$ cat src/inc/phrb_pkg.sv
// package: register map, header fields and shared types of the framer
package phrb_pkg;
  // register addresses on the serial register port
  localparam int          ADDR_W   = 9;
  localparam logic [8:0]  A_SFD_LO = 9'h130;
  localparam logic [8:0]  A_SFD_HI = 9'h131;
  localparam logic [8:0]  A_HDR_LO = 9'h132;
  localparam logic [8:0]  A_HDR_HI = 9'h133;
  localparam logic [8:0]  A_RX_SIG = 9'h134;
  localparam logic [8:0]  A_RX_LEN = 9'h135;
  localparam logic [8:0]  A_TX_SIG = 9'h136;
  localparam logic [7:0]  RST_BYTE = 8'h00;
  // header low byte fields
  localparam int          HDR_MS   = 7;
  localparam int          HDR_FCS  = 4;
  localparam int          HDR_WH   = 3;
  localparam logic [7:0]  HDR_MASK = 8'h9f;
  localparam logic        FCS_16   = 1'b1;
  localparam logic [10:0] HDR_BYTES = 11'h002;
  localparam logic [10:0] ONE_BYTE  = 11'h001;
  // reflected ccitt polynomial, zero residual on a good frame
  localparam logic [15:0] CRC_POLY = 16'h8408;
  localparam logic [15:0] CRC_INIT = 16'h0000;
  localparam int          FIFO_W   = 8;
  localparam int          FIFO_D   = 8;
  // packet memory request
  typedef struct packed {
    logic       en;
    logic       we;
    logic [7:0] addr;
    logic [7:0] wdata;
  } phrb_mem_s;
  // result of one ring pointer step
  typedef struct packed {
    logic       af;
    logic       full;
    logic [7:0] ofs;
  } phrb_step_s;
  typedef enum logic [2:0] {
    T_IDLE = 3'b000,
    T_RD   = 3'b001,
    T_WAIT = 3'b010,
    T_SEND = 3'b011,
    T_CRC0 = 3'b100,
    T_CRC1 = 3'b101
  } phrb_tx_e;
endpackage

$ cat src/rtl/phrb_top.sv
// framer: delimiter and header registers, rx/tx rolling buffers
// Notes on behaviour
// - delimiter word in two writable byte registers
// - receive copies header bytes into header registers
// - transmit mirrors header from ring start
// - low header bit 7 is mode switch
// - low header bit 4 selects fcs length
// - crc generated and checked only for 16-bit
// - no crc pulse for 32-bit, frame end only
// - whitening bit 3, length high bits 2:0
// - high header byte holds length low bits
// - rx almost full at start plus offset
// - rx full at start plus length, then wrap
// - tx almost full when sending that offset
// - tx full at start plus length, then wrap
`timescale 1ns/1ns
`default_nettype none

module phrb_fifo #(
  parameter int W = 8,
  parameter int D = 8
) (
  // clock and reset
  input  wire logic         i_clock,
  input  wire logic         i_rst,
  // filling side
  input  wire logic         i_valid,
  input  wire logic [W-1:0] i_data,
  output logic              o_ready,
  // draining side
  output logic              o_valid,
  output logic [W-1:0]      o_data,
  input  wire logic         i_ready
);
  localparam int AW = $clog2(D);
  typedef struct packed {
    logic [AW:0] wp;
    logic [AW:0] rp;
  } phrb_fifo_s;
  phrb_fifo_s     r_reg;
  phrb_fifo_s     r_next;
  logic [W-1:0]   store [D];
  logic           full;
  logic           push;
  logic           pop;

  // extra pointer bit tells full from empty
  assign full    = (r_reg.wp[AW] != r_reg.rp[AW]) &&
                   (r_reg.wp[AW-1:0] == r_reg.rp[AW-1:0]);
  assign o_ready = !full;
  assign o_valid = r_reg.wp != r_reg.rp;
  assign o_data  = store[r_reg.rp[AW-1:0]];
  assign push    = i_valid && !full;
  assign pop     = o_valid && i_ready;

  // pointer update
  always_comb begin
    r_next = r_reg;
    if (push) begin
      r_next.wp = r_reg.wp + 1'b1;
    end
    if (pop) begin
      r_next.rp = r_reg.rp + 1'b1;
    end
  end

  // storage carries no reset, pointers do
  always_ff @(posedge i_clock) begin
    if (i_rst) begin
      r_reg <= '0;
    end else begin
      r_reg <= r_next;
    end
    if (push) begin
      store[r_reg.wp[AW-1:0]] <= i_data;
    end
  end
endmodule

module phrb_top (
  // clock and reset
  input  wire logic              i_clock,
  input  wire logic              i_rst,
  // serial register port, read data one cycle later
  input  wire logic              i_reg_wr,
  input  wire logic              i_reg_rd,
  input  wire logic [8:0]        i_reg_addr,
  input  wire logic [7:0]        i_reg_wdata,
  output logic [7:0]             o_reg_rdata,
  // mode and ring setup from the core
  input  wire logic              i_rx_mode,
  input  wire logic              i_tx_mode,
  input  wire logic [7:0]        i_rx_ring_start,
  input  wire logic [7:0]        i_tx_ring_start,
  input  wire logic [7:0]        i_tx_ring_length,
  // received byte stream from the demodulator
  input  wire logic              i_rx_sfd,
  input  wire logic              i_rx_valid,
  input  wire logic [7:0]        i_rx_data,
  output logic                   o_rx_ready,
  // transmit byte stream to the modulator
  input  wire logic              i_tx_start,
  output logic                   o_tx_valid,
  output logic [7:0]             o_tx_data,
  input  wire logic              i_tx_ready,
  // packet memory port
  output phrb_pkg::phrb_mem_s    o_mem,
  input  wire logic              i_mem_ready,
  input  wire logic [7:0]        i_mem_rdata,
  // status toward the core
  output logic [15:0]            o_sfd_word,
  output logic                   o_almost_full,
  output logic                   o_full,
  output logic                   o_rx_frame_end,
  output logic                   o_crc_ok,
  output logic                   o_tx_done
);
  import phrb_pkg::*;

  typedef struct packed {
    logic [7:0]  sfd_lo;
    logic [7:0]  sfd_hi;
    logic [7:0]  hdr_lo;
    logic [7:0]  hdr_hi;
    logic [7:0]  rx_sig;
    logic [7:0]  rx_len;
    logic [7:0]  tx_sig;
    logic [7:0]  rdata;
    logic        rx_act;
    logic [10:0] rx_idx;
    logic [15:0] rx_crc;
    logic [7:0]  rx_ofs;
    phrb_tx_e    tx_st;
    logic [10:0] tx_idx;
    logic [15:0] tx_crc;
    logic [7:0]  tx_ofs;
    logic [7:0]  tx_byte;
    phrb_mem_s   mem;
    logic        rd_pend;
    logic        af;
    logic        full;
    logic        eof;
    logic        crc_ok;
    logic        tx_done;
  } phrb_top_s;

  phrb_top_s   r_reg;
  phrb_top_s   r_next;
  logic        f_in_ready;
  logic        f_valid;
  logic [7:0]  f_data;
  logic        slot_free;
  logic        rx_take;
  logic        tx_take;
  logic        fcs16;
  logic [10:0] len;
  logic [10:0] rx_last;
  logic [10:0] tx_last;

  // one crc byte, lsb first
  function automatic logic [15:0] crc_step(input logic [15:0] c,
                                           input logic [7:0]  b);
    logic [15:0] v;
    v = c;
    for (int i = 0; i < 8; i++) begin
      if (v[0] ^ b[i]) begin
        v = (v >> 1) ^ CRC_POLY;
      end else begin
        v = v >> 1;
      end
    end
    return v;
  endfunction

  // one ring step: event flags, then wrap to start after the last one
  function automatic phrb_step_s ring_step(input logic [7:0] ofs,
                                           input logic [7:0] sig,
                                           input logic [7:0] size);
    phrb_step_s s;
    s.af   = ofs == sig;
    s.full = ofs == size;
    s.ofs  = s.full ? RST_BYTE : 8'(ofs + 8'h01);
    return s;
  endfunction

  // the fifo decouples the demodulator from a stalling memory
  phrb_fifo #(.W(FIFO_W), .D(FIFO_D)) u_fifo (
    .i_clock (i_clock),
    .i_rst   (i_rst),
    .i_valid (rx_take),
    .i_data  (i_rx_data),
    .o_ready (f_in_ready),
    .o_valid (f_valid),
    .o_data  (f_data),
    .i_ready (slot_free)
  );

  // header decode shared by both directions
  assign fcs16      = r_reg.hdr_lo[HDR_FCS] == FCS_16;
  assign len        = {r_reg.hdr_lo[2:0], r_reg.hdr_hi};
  assign rx_last    = 11'(len + ONE_BYTE);
  assign tx_last    = fcs16 ? 11'(len - ONE_BYTE)
                            : 11'(len + ONE_BYTE);
  assign slot_free  = !r_reg.mem.en || i_mem_ready;
  assign rx_take    = r_reg.rx_act && i_rx_valid && f_in_ready;
  assign o_rx_ready = f_in_ready;
  assign o_tx_valid = r_reg.tx_st == T_SEND ||
                      r_reg.tx_st == T_CRC0 || r_reg.tx_st == T_CRC1;
  assign tx_take    = o_tx_valid && i_tx_ready;

  // next state of the whole block
  always_comb begin
    phrb_step_s  st;
    logic [15:0] cn;
    st = '0;
    cn = CRC_INIT;
    r_next = r_reg;
    r_next.af = 1'b0;
    r_next.full = 1'b0;
    r_next.eof = 1'b0;
    r_next.crc_ok = 1'b0;
    r_next.tx_done = 1'b0;
    // register writes; header registers ignore them
    if (i_reg_wr) begin
      case (i_reg_addr)
        A_SFD_LO: r_next.sfd_lo = i_reg_wdata;
        A_SFD_HI: r_next.sfd_hi = i_reg_wdata;
        A_RX_SIG: r_next.rx_sig = i_reg_wdata;
        A_RX_LEN: r_next.rx_len = i_reg_wdata;
        A_TX_SIG: r_next.tx_sig = i_reg_wdata;
        default: ;
      endcase
    end
    // register reads, unmapped reads as zero
    if (i_reg_rd) begin
      case (i_reg_addr)
        A_SFD_LO: r_next.rdata = r_reg.sfd_lo;
        A_SFD_HI: r_next.rdata = r_reg.sfd_hi;
        A_HDR_LO: r_next.rdata = r_reg.hdr_lo;
        A_HDR_HI: r_next.rdata = r_reg.hdr_hi;
        A_RX_SIG: r_next.rdata = r_reg.rx_sig;
        A_RX_LEN: r_next.rdata = r_reg.rx_len;
        A_TX_SIG: r_next.rdata = r_reg.tx_sig;
        default:  r_next.rdata = RST_BYTE;
      endcase
    end
    // receive: two header bytes, then payload and fcs
    if (rx_take) begin
      if (r_reg.rx_idx == 11'h000) begin
        r_next.hdr_lo = i_rx_data & HDR_MASK;
      end else if (r_reg.rx_idx == ONE_BYTE) begin
        r_next.hdr_hi = i_rx_data;
      end else begin
        r_next.rx_crc = crc_step(r_reg.rx_crc, i_rx_data);
        if (r_reg.rx_idx == rx_last) begin
          r_next.rx_act = 1'b0;
          r_next.eof = 1'b1;
          // zero residual means good; never for the long fcs
          r_next.crc_ok = fcs16 && r_next.rx_crc == CRC_INIT;
        end
      end
      r_next.rx_idx = 11'(r_reg.rx_idx + ONE_BYTE);
    end
    // memory slot: buffered rx writes first, then tx reads
    r_next.rd_pend = r_reg.mem.en && !r_reg.mem.we && i_mem_ready;
    if (slot_free) begin
      r_next.mem.en = 1'b0;
      if (f_valid) begin
        st = ring_step(r_reg.rx_ofs, r_reg.rx_sig, r_reg.rx_len);
        r_next.mem = '{en: 1'b1, we: 1'b1,
                       addr: 8'(i_rx_ring_start + r_reg.rx_ofs),
                       wdata: f_data};
        r_next.af = st.af;
        r_next.full = st.full;
        r_next.rx_ofs = st.ofs;
      end else if (r_reg.tx_st == T_RD) begin
        r_next.mem = '{en: 1'b1, we: 1'b0,
                       addr: 8'(i_tx_ring_start + r_reg.tx_ofs),
                       wdata: RST_BYTE};
        r_next.tx_st = T_WAIT;
      end
    end
    // a new frame restarts the receive ring at its start
    if (i_rx_sfd && i_rx_mode) begin
      r_next.rx_act = 1'b1;
      r_next.rx_idx = 11'h000;
      r_next.rx_crc = CRC_INIT;
      r_next.rx_ofs = RST_BYTE;
    end
    // transmit sequencer
    case (r_reg.tx_st)
      T_IDLE: begin
        if (i_tx_start && i_tx_mode) begin
          r_next.tx_st = T_RD;
          r_next.tx_idx = 11'h000;
          r_next.tx_ofs = RST_BYTE;
          r_next.tx_crc = CRC_INIT;
        end
      end
      T_RD: ;
      T_WAIT: begin
        if (r_reg.rd_pend) begin
          r_next.tx_byte = i_mem_rdata;
          r_next.tx_st = T_SEND;
          if (r_reg.tx_idx == 11'h000) begin
            r_next.hdr_lo = i_mem_rdata & HDR_MASK;
          end else if (r_reg.tx_idx == ONE_BYTE) begin
            r_next.hdr_hi = i_mem_rdata;
          end
        end
      end
      T_SEND: begin
        if (tx_take) begin
          st = ring_step(r_reg.tx_ofs, r_reg.tx_sig, i_tx_ring_length);
          r_next.af = r_next.af | st.af;
          r_next.full = r_next.full | st.full;
          r_next.tx_ofs = st.ofs;
          cn = r_reg.tx_crc;
          if (r_reg.tx_idx >= HDR_BYTES) begin
            cn = crc_step(r_reg.tx_crc, r_reg.tx_byte);
          end
          r_next.tx_crc = cn;
          r_next.tx_idx = 11'(r_reg.tx_idx + ONE_BYTE);
          if (r_reg.tx_idx != tx_last) begin
            r_next.tx_st = T_RD;
          end else if (fcs16) begin
            r_next.tx_st = T_CRC0;
            r_next.tx_byte = cn[7:0];
          end else begin
            r_next.tx_st = T_IDLE;
            r_next.tx_done = 1'b1;
          end
        end
      end
      T_CRC0: begin
        if (tx_take) begin
          r_next.tx_byte = r_reg.tx_crc[15:8];
          r_next.tx_st = T_CRC1;
        end
      end
      T_CRC1: begin
        if (tx_take) begin
          r_next.tx_st = T_IDLE;
          r_next.tx_done = 1'b1;
        end
      end
      default: r_next.tx_st = T_IDLE;
    endcase
  end

  // single state register
  always_ff @(posedge i_clock) begin
    if (i_rst) begin
      r_reg <= '0;
    end else begin
      r_reg <= r_next;
    end
  end

  assign o_reg_rdata    = r_reg.rdata;
  assign o_tx_data      = r_reg.tx_byte;
  assign o_mem          = r_reg.mem;
  assign o_sfd_word     = {r_reg.sfd_hi, r_reg.sfd_lo};
  assign o_almost_full  = r_reg.af;
  assign o_full         = r_reg.full;
  assign o_rx_frame_end = r_reg.eof;
  assign o_crc_ok       = r_reg.crc_ok;
  assign o_tx_done      = r_reg.tx_done;
endmodule

`default_nettype wire

$ cat config.mk
export PLATFORM = sky130hd
export DESIGN_NAME = phrb_top
export DESIGN_NICKNAME = d
export VERILOG_FILES = /design/src/inc/phrb_pkg.sv /design/src/rtl/phrb_top.sv
export SDC_FILE = /design/constraint.sdc
export NUM_CORES = 1
export LEC_CHECK = 0
export ABC_AREA = 1
export BUFFER_PORTS_ARGS = -buffer_cell sky130_fd_sc_hd__buf_2
export CAP_MARGIN = 10
export CORE_MARGIN = 2
export CORE_UTILIZATION = 25
export CTS_BUF_LIST = sky130_fd_sc_hd__clkbuf_8
export DETAILED_ROUTE_END_ITERATION = 10
export HOLD_SLACK_MARGIN = 0.12
export PLACE_DENSITY_LB_ADDON = 0.12
export REMOVE_ABC_BUFFERS = 1
export SYNTH_ARGS = -nofsm -noshare
export SYNTH_HDL_FRONTEND = slang
export SYNTH_HIERARCHICAL = 1
export SYNTH_SLANG_ARGS = --single-unit
$ cat constraint.sdc
create_clock -name i_clock -period 3.3 [get_ports i_clock]
set_input_delay 0.495 -clock i_clock [delete_from_list [all_inputs] [get_ports i_clock]]
set_output_delay 0.495 -clock i_clock [all_outputs]
set_load 0.005 [all_outputs]
==> reports/qor.yml, run 1 <==
global_routing:
  grt_usage_pct: 16.9
  grt_overflow: 0
  grt_max_degree: 57
  antenna_found_initial: 2
  grt_pass1_wl_mm: 73.3
  grt_pass1_vias: 11979
power:
  p_leak_nw: 6.47
  power_density_nw_per_um2: 524
  clkPwrFrac_pct: 36.0
  p_int_mw: 5.42
  p_sw_share_pct: 33.9
  combPwrFrac_pct: 22.3
  power_switching_mw: 2.78
  peakVddDrop_v: 0.000215
  p_seq_share_pct: 41.6
setup_path:
  crit_type: "flop to flop"
  cp_max_fo: 10
  worstPathArrival_ns: 3.53
  start_kind: "flop"
  cp.required_ns: 3.81
  end_kind: "flop"
floorplan:
  die_w_um: 238
  start_util_pct: 25.4
  io_pins: 125
  core_area_um2: 54000
  rows: 85
  dieArea_um2: 56800
  die_h_um: 238
layout:
  area_delta_synth_final_pct: 14.1
  fin_nets: 2026
  fin_util_pct: 29.0
  final_area_um2: 15700
  drive_above_1_share_pct: 14.7
  largest_register_ffs: 103
clocking:
  cts.htree.levels: 2
  path_clk_slew_ns: 0.06
  insertion_delay_ns: 0.63
  root_buffer: "clkbuf_8"
  clk_path_buf_depth: 3
  cts_made_buffers: 48
  ctsResizeCount: 0
  cts_tree: "done"
  post_cts_buffers: 0
  numClockSinks: 245
  ctsHoldBuffers: 0
sta:
  worstMarginPinSlew_ns: 1.06
  hold_ws_ns: 0.204
  tns_ns: 0
  finalMaxSlewViolations: 0
  setup_viol: 0
  maxSlewHeadroom_pct: 29.1
  skew_ns: 0.0278
  fmax_mhz: 331
  period_needed_ns: 3.02
  fin_ws_ns: 0.279
  finalCritPeriodShare_pct: 91.6
  final_hold_viol_count: 0
  rsz0062_at_grt: "false"
yosys:
  postSynthCellCount: 1839
  yosysTopAreaCell: "dfxtp_1"
  yosys-top-cells-area: "dfxtp_1 (26%), edfxtp_1 (14%), nand2_1 (9.3%), nor2_1 (5.8%), inv_1 (5.6%)"
  synth-seq-cells: 245
  async_reset_ff_share_pct: 0
  synth_warnings: 6
  synth_commonest_cells: "nand2_1 (341), nor2_1 (212), inv_1 (204)"
  ys_types: 54
  seq_area_frac_synth_pct: 40.4
  synth_top_area_share_pct: 26.4
  synth_ff_type: "dfxtp_1"
  syn_area_um2: 13700
  yosysMostFrequentCell: "nand2_1"
  avgSynthCellArea_um2: 7.46
  synth_edf_count: 64
drt:
  viasPerCell: 4.66
  drc: 0
  dr.pass1.iters: 5
  ant_nets: 0
  first_iter_violations: 869
  routedWlPerCell_um: 18.1
  via_count: 12412
  wl_mm: 48.3
placed_design:
  pre_cts_ws_ns: 0.416
  gp_congestion: 0.857
  placed_cell_area_um2: 14700
  io_buffers: 124
  hpwl_mm: 36.0
status:
  status: "finished, final reports clean"
hold_path:
  hold_class: "input port to flop"
job:
  maxCapViolations: 0
-- power by group through the flow --
stage	Clock, mW	Sequential (mW)	Combinational, mW
detailed placement	0	3.48	1.87
global route	3.23	3.44	2.08
finish	2.96	3.42	1.83
global placement	0	3.48	1.87
CTS	3.10	3.42	1.87
floorplan	0	3.49	1.04
-- critical path, cell delays in order, from the launching register on --
cell	delay, ns
dfxtp_1	0.63
inv_2	0.23
ha_1	0.42
inv_1	0.15
nand2_1	0.09
nand3_1	0.09
nand2_1	0.05
nor2_1	0.28
nand3_1	0.11
nor2_1	0.13
nand3_1	0.10
nor2_1	0.10
nand3_1	0.07
nor2_1	0.08
nand3_1	0.07
a21oi_1	0.27
-- per-stage QoR --
step           power (mW)  instances
2_1_floorplan        4.53       1729
3_3_place_gp         5.36       2575
3_5_place_dp         5.35       2575
4_1_cts              8.39       2661
5_1_grt              8.75       2662
6_report             8.21       2663
-- worst paths after layout --
path | to | slack, ns | cells after the start | start
max reg2reg | o_tx_done | 0.28 | 15 | len[0]
max | o_tx_done | 0.28 | 15 | len[0]
min reg2reg | r_reg[152] | 0.46 | 2 | r_reg[152]
min | r_reg[105] | 0.20 | 3 | i_rx_mode
-- metal layers --
| layer | track usage [%] | vias up | part of all wire [%] |
|---|---|---|---|
| met5 | 0 | - | 0 |
| met3 | 2.80 | 66 | 4.3 |
| met4 | 4.94 | 0 | 2.4 |
| met1 | 23.4 | 5853 | 48 |
| met2 | 27.1 | 266 | 45 |
| li1 | - | 6227 | - |
-- logic make-up after synthesis --
group | count (synthesis) | synth area share (%)
flops | 245 | 40.4
fa+ha+maj | 29 | 2.75
buf+inv | 326 | 10.9
simple gates | 781 | 25.1
compound gates | 371 | 15.3
xor+xnor | 87 | 5.55
-- final cells by class --
| cell class | instances | area (µm²) |
|---|---|---|
| fill | 5967 | 38400 |
| clock inverter | 29 | 126 |
| sequential | 245 | 5550 |
| clock buffer | 57 | 785 |
| inverter | 216 | 823 |
| timing repair buffer | 150 | 818 |
| antenna | 2 | 5.00 |
| tap | 696 | 871 |
| multi-input combinational | 1268 | 6680 |
-- cell usage in the layout, fill, tap and decap left out, types with 44 or more instances in the layout --
master / n
nand2_1: 341
xor2_1: 44
buf_2: 123
a21oi_1: 143
nand3_1: 105
nor2_1: 212
dfxtp_1: 181
edfxtp_1: 64
clkbuf_8: 57
inv_1: 224
o21ai_0: 126
Note: power is estimated with default switching activity, not from simulation.
==> run 2: changes to the inputs <==
MAX_ROUTING_LAYER = met4   (was unset)
==> reports/qor.yml, run 2 (synthesized netlist as in run 1, its figures left out) <==
status:
  status: "finished, final reports clean"
job:
  maxCapViolations: 0  # unchanged
layout:
  fin_util_pct: 29.1  # +0.074 points
  layout_commonest_cell: "nand2_1"
  fin_nets: 2027  # +0.049%
  final_area_um2: 15700  # +0.26%
  drive_above_1_share_pct: 14.7  # +0.028 points
  area_delta_synth_final_pct: 14.4
  final_cell_mix: "nand2_1 (341), inv_1 (224), nor2_1 (212)"
  largest_register_ffs: 103  # unchanged
setup_path:
  endpoint: "o_tx_done"
  crit_type: "flop to flop"
  r2r_end: "o_tx_done"
  worstPathArrival_ns: 3.49  # -0.04 ns
  cp.required_ns: 3.80  # about the same
  end_kind: "flop"
  crit_start: "len[0]"
  start_kind: "flop"
  r2r_start: "len[0]"
  cp_max_fo: 10  # unchanged
  rr_worst_depth: 15  # unchanged
  regToRegSetupSlack_ns: 0.31  # +0.04 ns
floorplan:
  core_area_um2: 54000  # unchanged
  die_w_um: 238  # unchanged
  io_pins: 125  # unchanged
  rows: 85  # unchanged
  start_util_pct: 25.4  # unchanged
  dieArea_um2: 56800  # unchanged
  die_h_um: 238  # unchanged
drt:
  via_count: 12449  # +0.30%
  routedWlPerCell_um: 18.2  # +0.25%
  wl_mm: 48.4  # +0.33%
  dr.pass1.iters: 6  # +1
  drc: 0  # unchanged
  viasPerCell: 4.67  # +0.22%
  first_iter_violations: 981  # +13%
  ant_nets: 0  # unchanged
placed_design:
  gp_congestion: 0.879  # +2.6%
  placed_cell_area_um2: 14700  # about the same
  io_buffers: 124  # unchanged
  hpwl_mm: 35.9  # -0.49%
sta:
  setup_viol: 0  # unchanged
  skew_ns: 0.0293  # +0.00148 ns
  finalCritPeriodShare_pct: 90.5  # -1.1 points
  finalMaxSlewViolations: 0  # unchanged
  final_hold_viol_count: 0  # unchanged
  tns_ns: 0  # unchanged
  period_needed_ns: 2.99  # -0.0360 ns
  fmax_mhz: 335  # +1.2%
  worstMarginPinSlew_ns: 1.12  # +0.0566 ns
  maxSlewHeadroom_pct: 25.4  # -3.7 points
  rsz0062_at_grt: "false"
clocking:
  root_buffer: "clkbuf_8"
  ctsResizeCount: 0  # unchanged
  ctsHoldBuffers: 0  # unchanged
  cts_tree: "done"
  path_clk_slew_ns: 0.06  # about the same
  insertion_delay_ns: 0.63  # about the same
  clk_path_buf_depth: 3  # unchanged
  post_cts_buffers: 0  # unchanged
  cts.htree.levels: 2  # unchanged
  numClockSinks: 245  # unchanged
  cts_made_buffers: 50  # +4.2%
hold_path:
  hold_class: "input port to flop"
power:
  power_density_nw_per_um2: 532  # +1.5%
  peakVddDrop_v: 0.000257  # +20%
  p_leak_nw: 6.49  # +0.32%
global_routing:
  grt_pass1_vias: 11968  # -0.092%
  grt_overflow: 0  # unchanged
  grt_usage_pct: 17.4  # +0.48 points
  grt_max_degree: 78  # +37%
  grt_pass1_wl_mm: 73.3  # about the same
  antenna_found_initial: 5  # +3
-- run 2: cell types whose count changed in the layout (fill, tap and decap cells not counted) --
cell | previous run | this run
clkinv_2 | 1 | 5
diode_2 | 2 | 1
inv_6 | 1 | 0
bufinv_16 | 0 | 2
clkinv_1 | 6 | 8
buf_4 | 27 | 25
buf_12 | 0 | 1
clkbuf_8 | 57 | 54
-- run 2: area by class of cell --
class / count / area (µm²)
multi-input combinational: 1268 / 6680
timing repair buffer: 149 / 823
clock inverter: 36 / 205
tap: 696 / 871
antenna: 1 / 2.50
fill: 5992 / 38300
sequential: 245 / 5550
clock buffer: 54 / 743
inverter: 216 / 823
-- run 2: worst min path at each step --
stage	startpoint	end	slack, ns	depth (start not counted)
after floorplan	r_reg[151]	r_reg[151]	0.42	2
after global routing	i_reg_wdata[6]	o_sfd_word[6]	0.20	3
after CTS	i_reg_wdata[0]	r_reg[122]	0.15	3
after detailed placement	r_reg[151]	r_reg[151]	0.43	2
final	i_reg_wdata[0]	r_reg[122]	0.21	3
after global placement	r_reg[151]	r_reg[151]	0.43	2
-- run 2: metrics by stage --
step / setup WS [ns] / instances / total power [mW] / hold WS, ns
final: 0.315 / 2665 / 8.35 / 0.209
after floorplan: 0.848 / 1729 / 4.53 / 0.419
after CTS: 0.386 / 2664 / 8.51 / 0.150
after global placement: 0.366 / 2574 / 5.36 / 0.434
after detailed placement: 0.442 / 2574 / 5.35 / 0.433
after global routing: 0.0626 / 2665 / 8.87 / 0.195
-- run 2: per-layer routing --
layer / track usage, % / share of wire, %
met5: - / 0
met4: 5.91 / 2.9
met3: 2.60 / 4.6
met2: 27.0 / 45
met1: 23.2 / 47
-- run 2: report_power, final --
part	internal [mW]	switching, mW
clock	1.66	1.43
sequential	3.26	0.163
combinational	0.606	1.24
-- run 2: critical path, stage by stage (launching register included) --
cell     delay (ns)
dfxtp_1        0.64
inv_2          0.23
ha_1           0.40
inv_1          0.14
nand2_1        0.09
nand3_1        0.09
nand2_1        0.05
nor2_1         0.29
nand3_1        0.11
nor2_1         0.11
nand3_1        0.10
nor2_1         0.10
nand3_1        0.07
nor2_1         0.09
nand3_1        0.07
a21oi_1        0.27
==> run 3: changes to the inputs <==
PLACE_DENSITY = 0.43   (was unset)
PLACE_DENSITY_LB_ADDON = unset   (was 0.12)
SYNTH_HIERARCHICAL = unset   (was 1)
==> reports/qor.yml, run 3 <==
drt:
  via_count: 12120  # -2.6%
  routedWlPerCell_um: 17.1  # -5.7%
  drc: 0  # unchanged
  first_iter_violations: 829  # -15%
  dr.pass1.iters: 5  # -1
  ant_nets: 0  # unchanged
  viasPerCell: 4.67  # about the same
  wl_mm: 44.5  # -8.2%
sta:
  skew_ns: 0.0287  # -0.000606 ns
  fmax_mhz: 360  # +7.4%
  rsz0062_at_grt: "false"
  worstMarginPinSlew_ns: 0.936  # -0.183 ns
  maxSlewHeadroom_pct: 37.5  # +12 points
  hold_ws_ns: 0.167  # -0.0423 ns
  final_hold_viol_count: 0  # unchanged
  finalCritPeriodShare_pct: 84.3  # -6.2 points
  period_needed_ns: 2.78  # -0.205 ns
  fin_ws_ns: 0.520  # +0.205 ns
  setup_viol: 0  # unchanged
  finalMaxSlewViolations: 0  # unchanged
  tns_ns: 0  # unchanged
yosys:
  synth-seq-cells: 245  # unchanged
  yosysMostFrequentCell: "nand2_1"
  synth_top_area_share_pct: 26.9  # +0.52 points
  async_reset_ff_share_pct: 0  # unchanged
  syn_area_um2: 13500  # -1.9%
  yosys-top-cells-area: "dfxtp_1 (27%), edfxtp_1 (14%), nand2_1 (9.1%), a21oi_1 (6.0%), inv_1 (5.2%)"
  synth_edf_count: 64  # unchanged
  synth_warnings: 0  # -6
  synth_commonest_cells: "nand2_1 (325), inv_1 (187), nor2_1 (182)"
  postSynthCellCount: 1771  # -3.7%
  avgSynthCellArea_um2: 7.60  # +1.8%
  seq_area_frac_synth_pct: 41.2  # +0.79 points
  ys_types: 56  # +3.7%
  synth_ff_type: "dfxtp_1"
  yosysTopAreaCell: "dfxtp_1"
global_routing:
  antenna_found_initial: 4  # -1
  grt_max_degree: 44  # -44%
  grt_pass1_wl_mm: 68.4  # -6.6%
  grt_overflow: 0  # unchanged
  grt_pass1_vias: 11670  # -2.5%
  grt_usage_pct: 16.3  # -1.1 points
setup_path:
  slowest_stage: "nand4_1"
  cp_common_cell: "nor2_1"
  end_kind: "flop"
  crit_type: "flop to flop"
  cp.required_ns: 3.81  # about the same
  worstPathArrival_ns: 3.30  # -0.19 ns
  cpPeakStageDelay_ns: 0.54  # -0.10 ns
  cp_max_fo: 16  # +6
  crit_start: "u_fifo.r_reg[4]"
  r2r_start: "u_fifo.r_reg[4]"
  cp_cell_sequence: "xor2_1 -> nor2_1 -> nand3_1 -> nand2_1 -> nor2_1 -> nand4_1 -> nor2_1 -> a21oi_1 -> o21ai_0 -> inv_1"
  regToRegSetupSlack_ns: 0.52  # +0.21 ns
  rr_worst_depth: 10  # -5
  r2r_end: "len[1]"
  start_kind: "flop"
clocking:
  numClockSinks: 245  # unchanged
  cts.htree.levels: 2  # unchanged
  cts_tree: "done"
  clk_path_buf_depth: 3  # unchanged
  cts_made_buffers: 46  # -8.0%
  ctsResizeCount: 0  # unchanged
  path_clk_slew_ns: 0.07  # about the same
  insertion_delay_ns: 0.64  # about the same
  root_buffer: "clkbuf_8"
floorplan:
  die_w_um: 236  # -0.95%
  dieArea_um2: 55700  # -1.9%
  start_util_pct: 25.2  # -0.24 points
  rows: 85  # unchanged
  io_pins: 125  # unchanged
  core_area_um2: 53500  # -0.98%
  die_h_um: 236  # -0.95%
hold_path:
  worstHoldStart: "i_tx_ready"
  holdPathStages: 3  # unchanged
  worstHoldEndpoint: "o_tx_done"
  hold_class: "input port to flop"
layout:
  fin_nets: 1954  # -3.6%
  final_cell_mix: "nand2_1 (325), inv_1 (199), nor2_1 (182)"
  largest_register_ffs: 103  # unchanged
  drive_above_1_share_pct: 15.2  # +0.47 points
  area_delta_synth_final_pct: 14.7
  layout_commonest_cell: "nand2_1"
power:
  peakVddDrop_v: 0.000200  # -22%
  p_leak_nw: 6.28  # -3.2%
  finalPower_mw: 8.00  # -4.2%
  power_density_nw_per_um2: 518  # -2.6%
placed_design:
  pre_cts_ws_ns: 0.557  # +0.115 ns
  gp_congestion: 0.888  # +0.99%
  io_buffers: 124  # unchanged
  hpwl_mm: 33.1  # -7.8%
job:
  maxCapViolations: 0  # unchanged
status:
  status: "finished, final reports clean"
## run 3: worst max-delay path: cells and delay by family (launching register included)
kind / cells / cell delay [ns]
AOI/OAI and AO/OA: 2 / 0.23
buffers and inverters: 1 / 0.06
xor gates and xnor gates: 1 / 0.17
DFF: 1 / 0.44
and+or+nand+nor: 6 / 1.75
## run 3: logic make-up (layout without fill, tap and decap cells)
| kind of cell | after synthesis | count (layout) | synth area share (%) |
|---|---|---|---|
| other | 0 | 4 | 0 |
| buffers and inverters | 312 | 435 | 10.7 |
| and+or+nand+nor | 727 | 727 | 23.9 |
| DFF | 245 | 245 | 41.2 |
| AOI/OAI and AO/OA | 367 | 367 | 15.4 |
| adders and majority gates | 29 | 29 | 2.81 |
| xor gates and xnor gates | 91 | 91 | 5.98 |
## run 3: what timing repair did
item | in CTS | in global routing
buffers inserted | 0 | 0
hold endpoints to repair | 1 | 0
endpoints found under the setup margin | 0 | 0
hold buffers | 1 | 0
## run 3: layout make-up
class                           count  area [µm²]
Sequential cell                   245        5550
Fill cell                        5829       38100
Antenna cell                        4        10.0
Clock inverter                     29         188
Clock buffer                       56         771
Timing Repair Buffer              151         826
Tap cell                          696         871
Inverter                          199         749
Multi-Input combinational cell   1214        6480
## run 3: stage by stage
| step | cell area [µm²] | utilization, % | instances |
|---|---|---|---|
| after global placement | 14500 | 27.0 | 2504 |
| after floorplan | 12800 | - | 1658 |
| after CTS | 15400 | 28.8 | 2590 |
| after detailed placement | 14500 | 27.0 | 2504 |
| final | 15400 | 28.9 | 2594 |
| after global routing | 15400 | 28.9 | 2594 |
## run 3: worst max-delay path by stage
stage | end | cells after the start
after floorplan | r_reg[74] | 5
after global placement | len[1] | 10
after detailed placement | len[5] | 10
after CTS | len[5] | 10
after global routing | len[5] | 10
final | len[1] | 10
## run 3: routing by layer
metal  GRT usage [%]  up-vias  share of wire [%]
met5               -        -                  0
met4            4.71        0                2.2
met3            2.77       73                4.7
met2            26.7      295                 48
met1            20.7     5695                 46
li1                -     6057                  -
## run 3: power breakdown
| part | internal, mW | switching [mW] |
|---|---|---|
| sequential | 3.25 | 0.158 |
| combinational | 0.510 | 0.973 |
| clock | 1.70 | 1.40 |
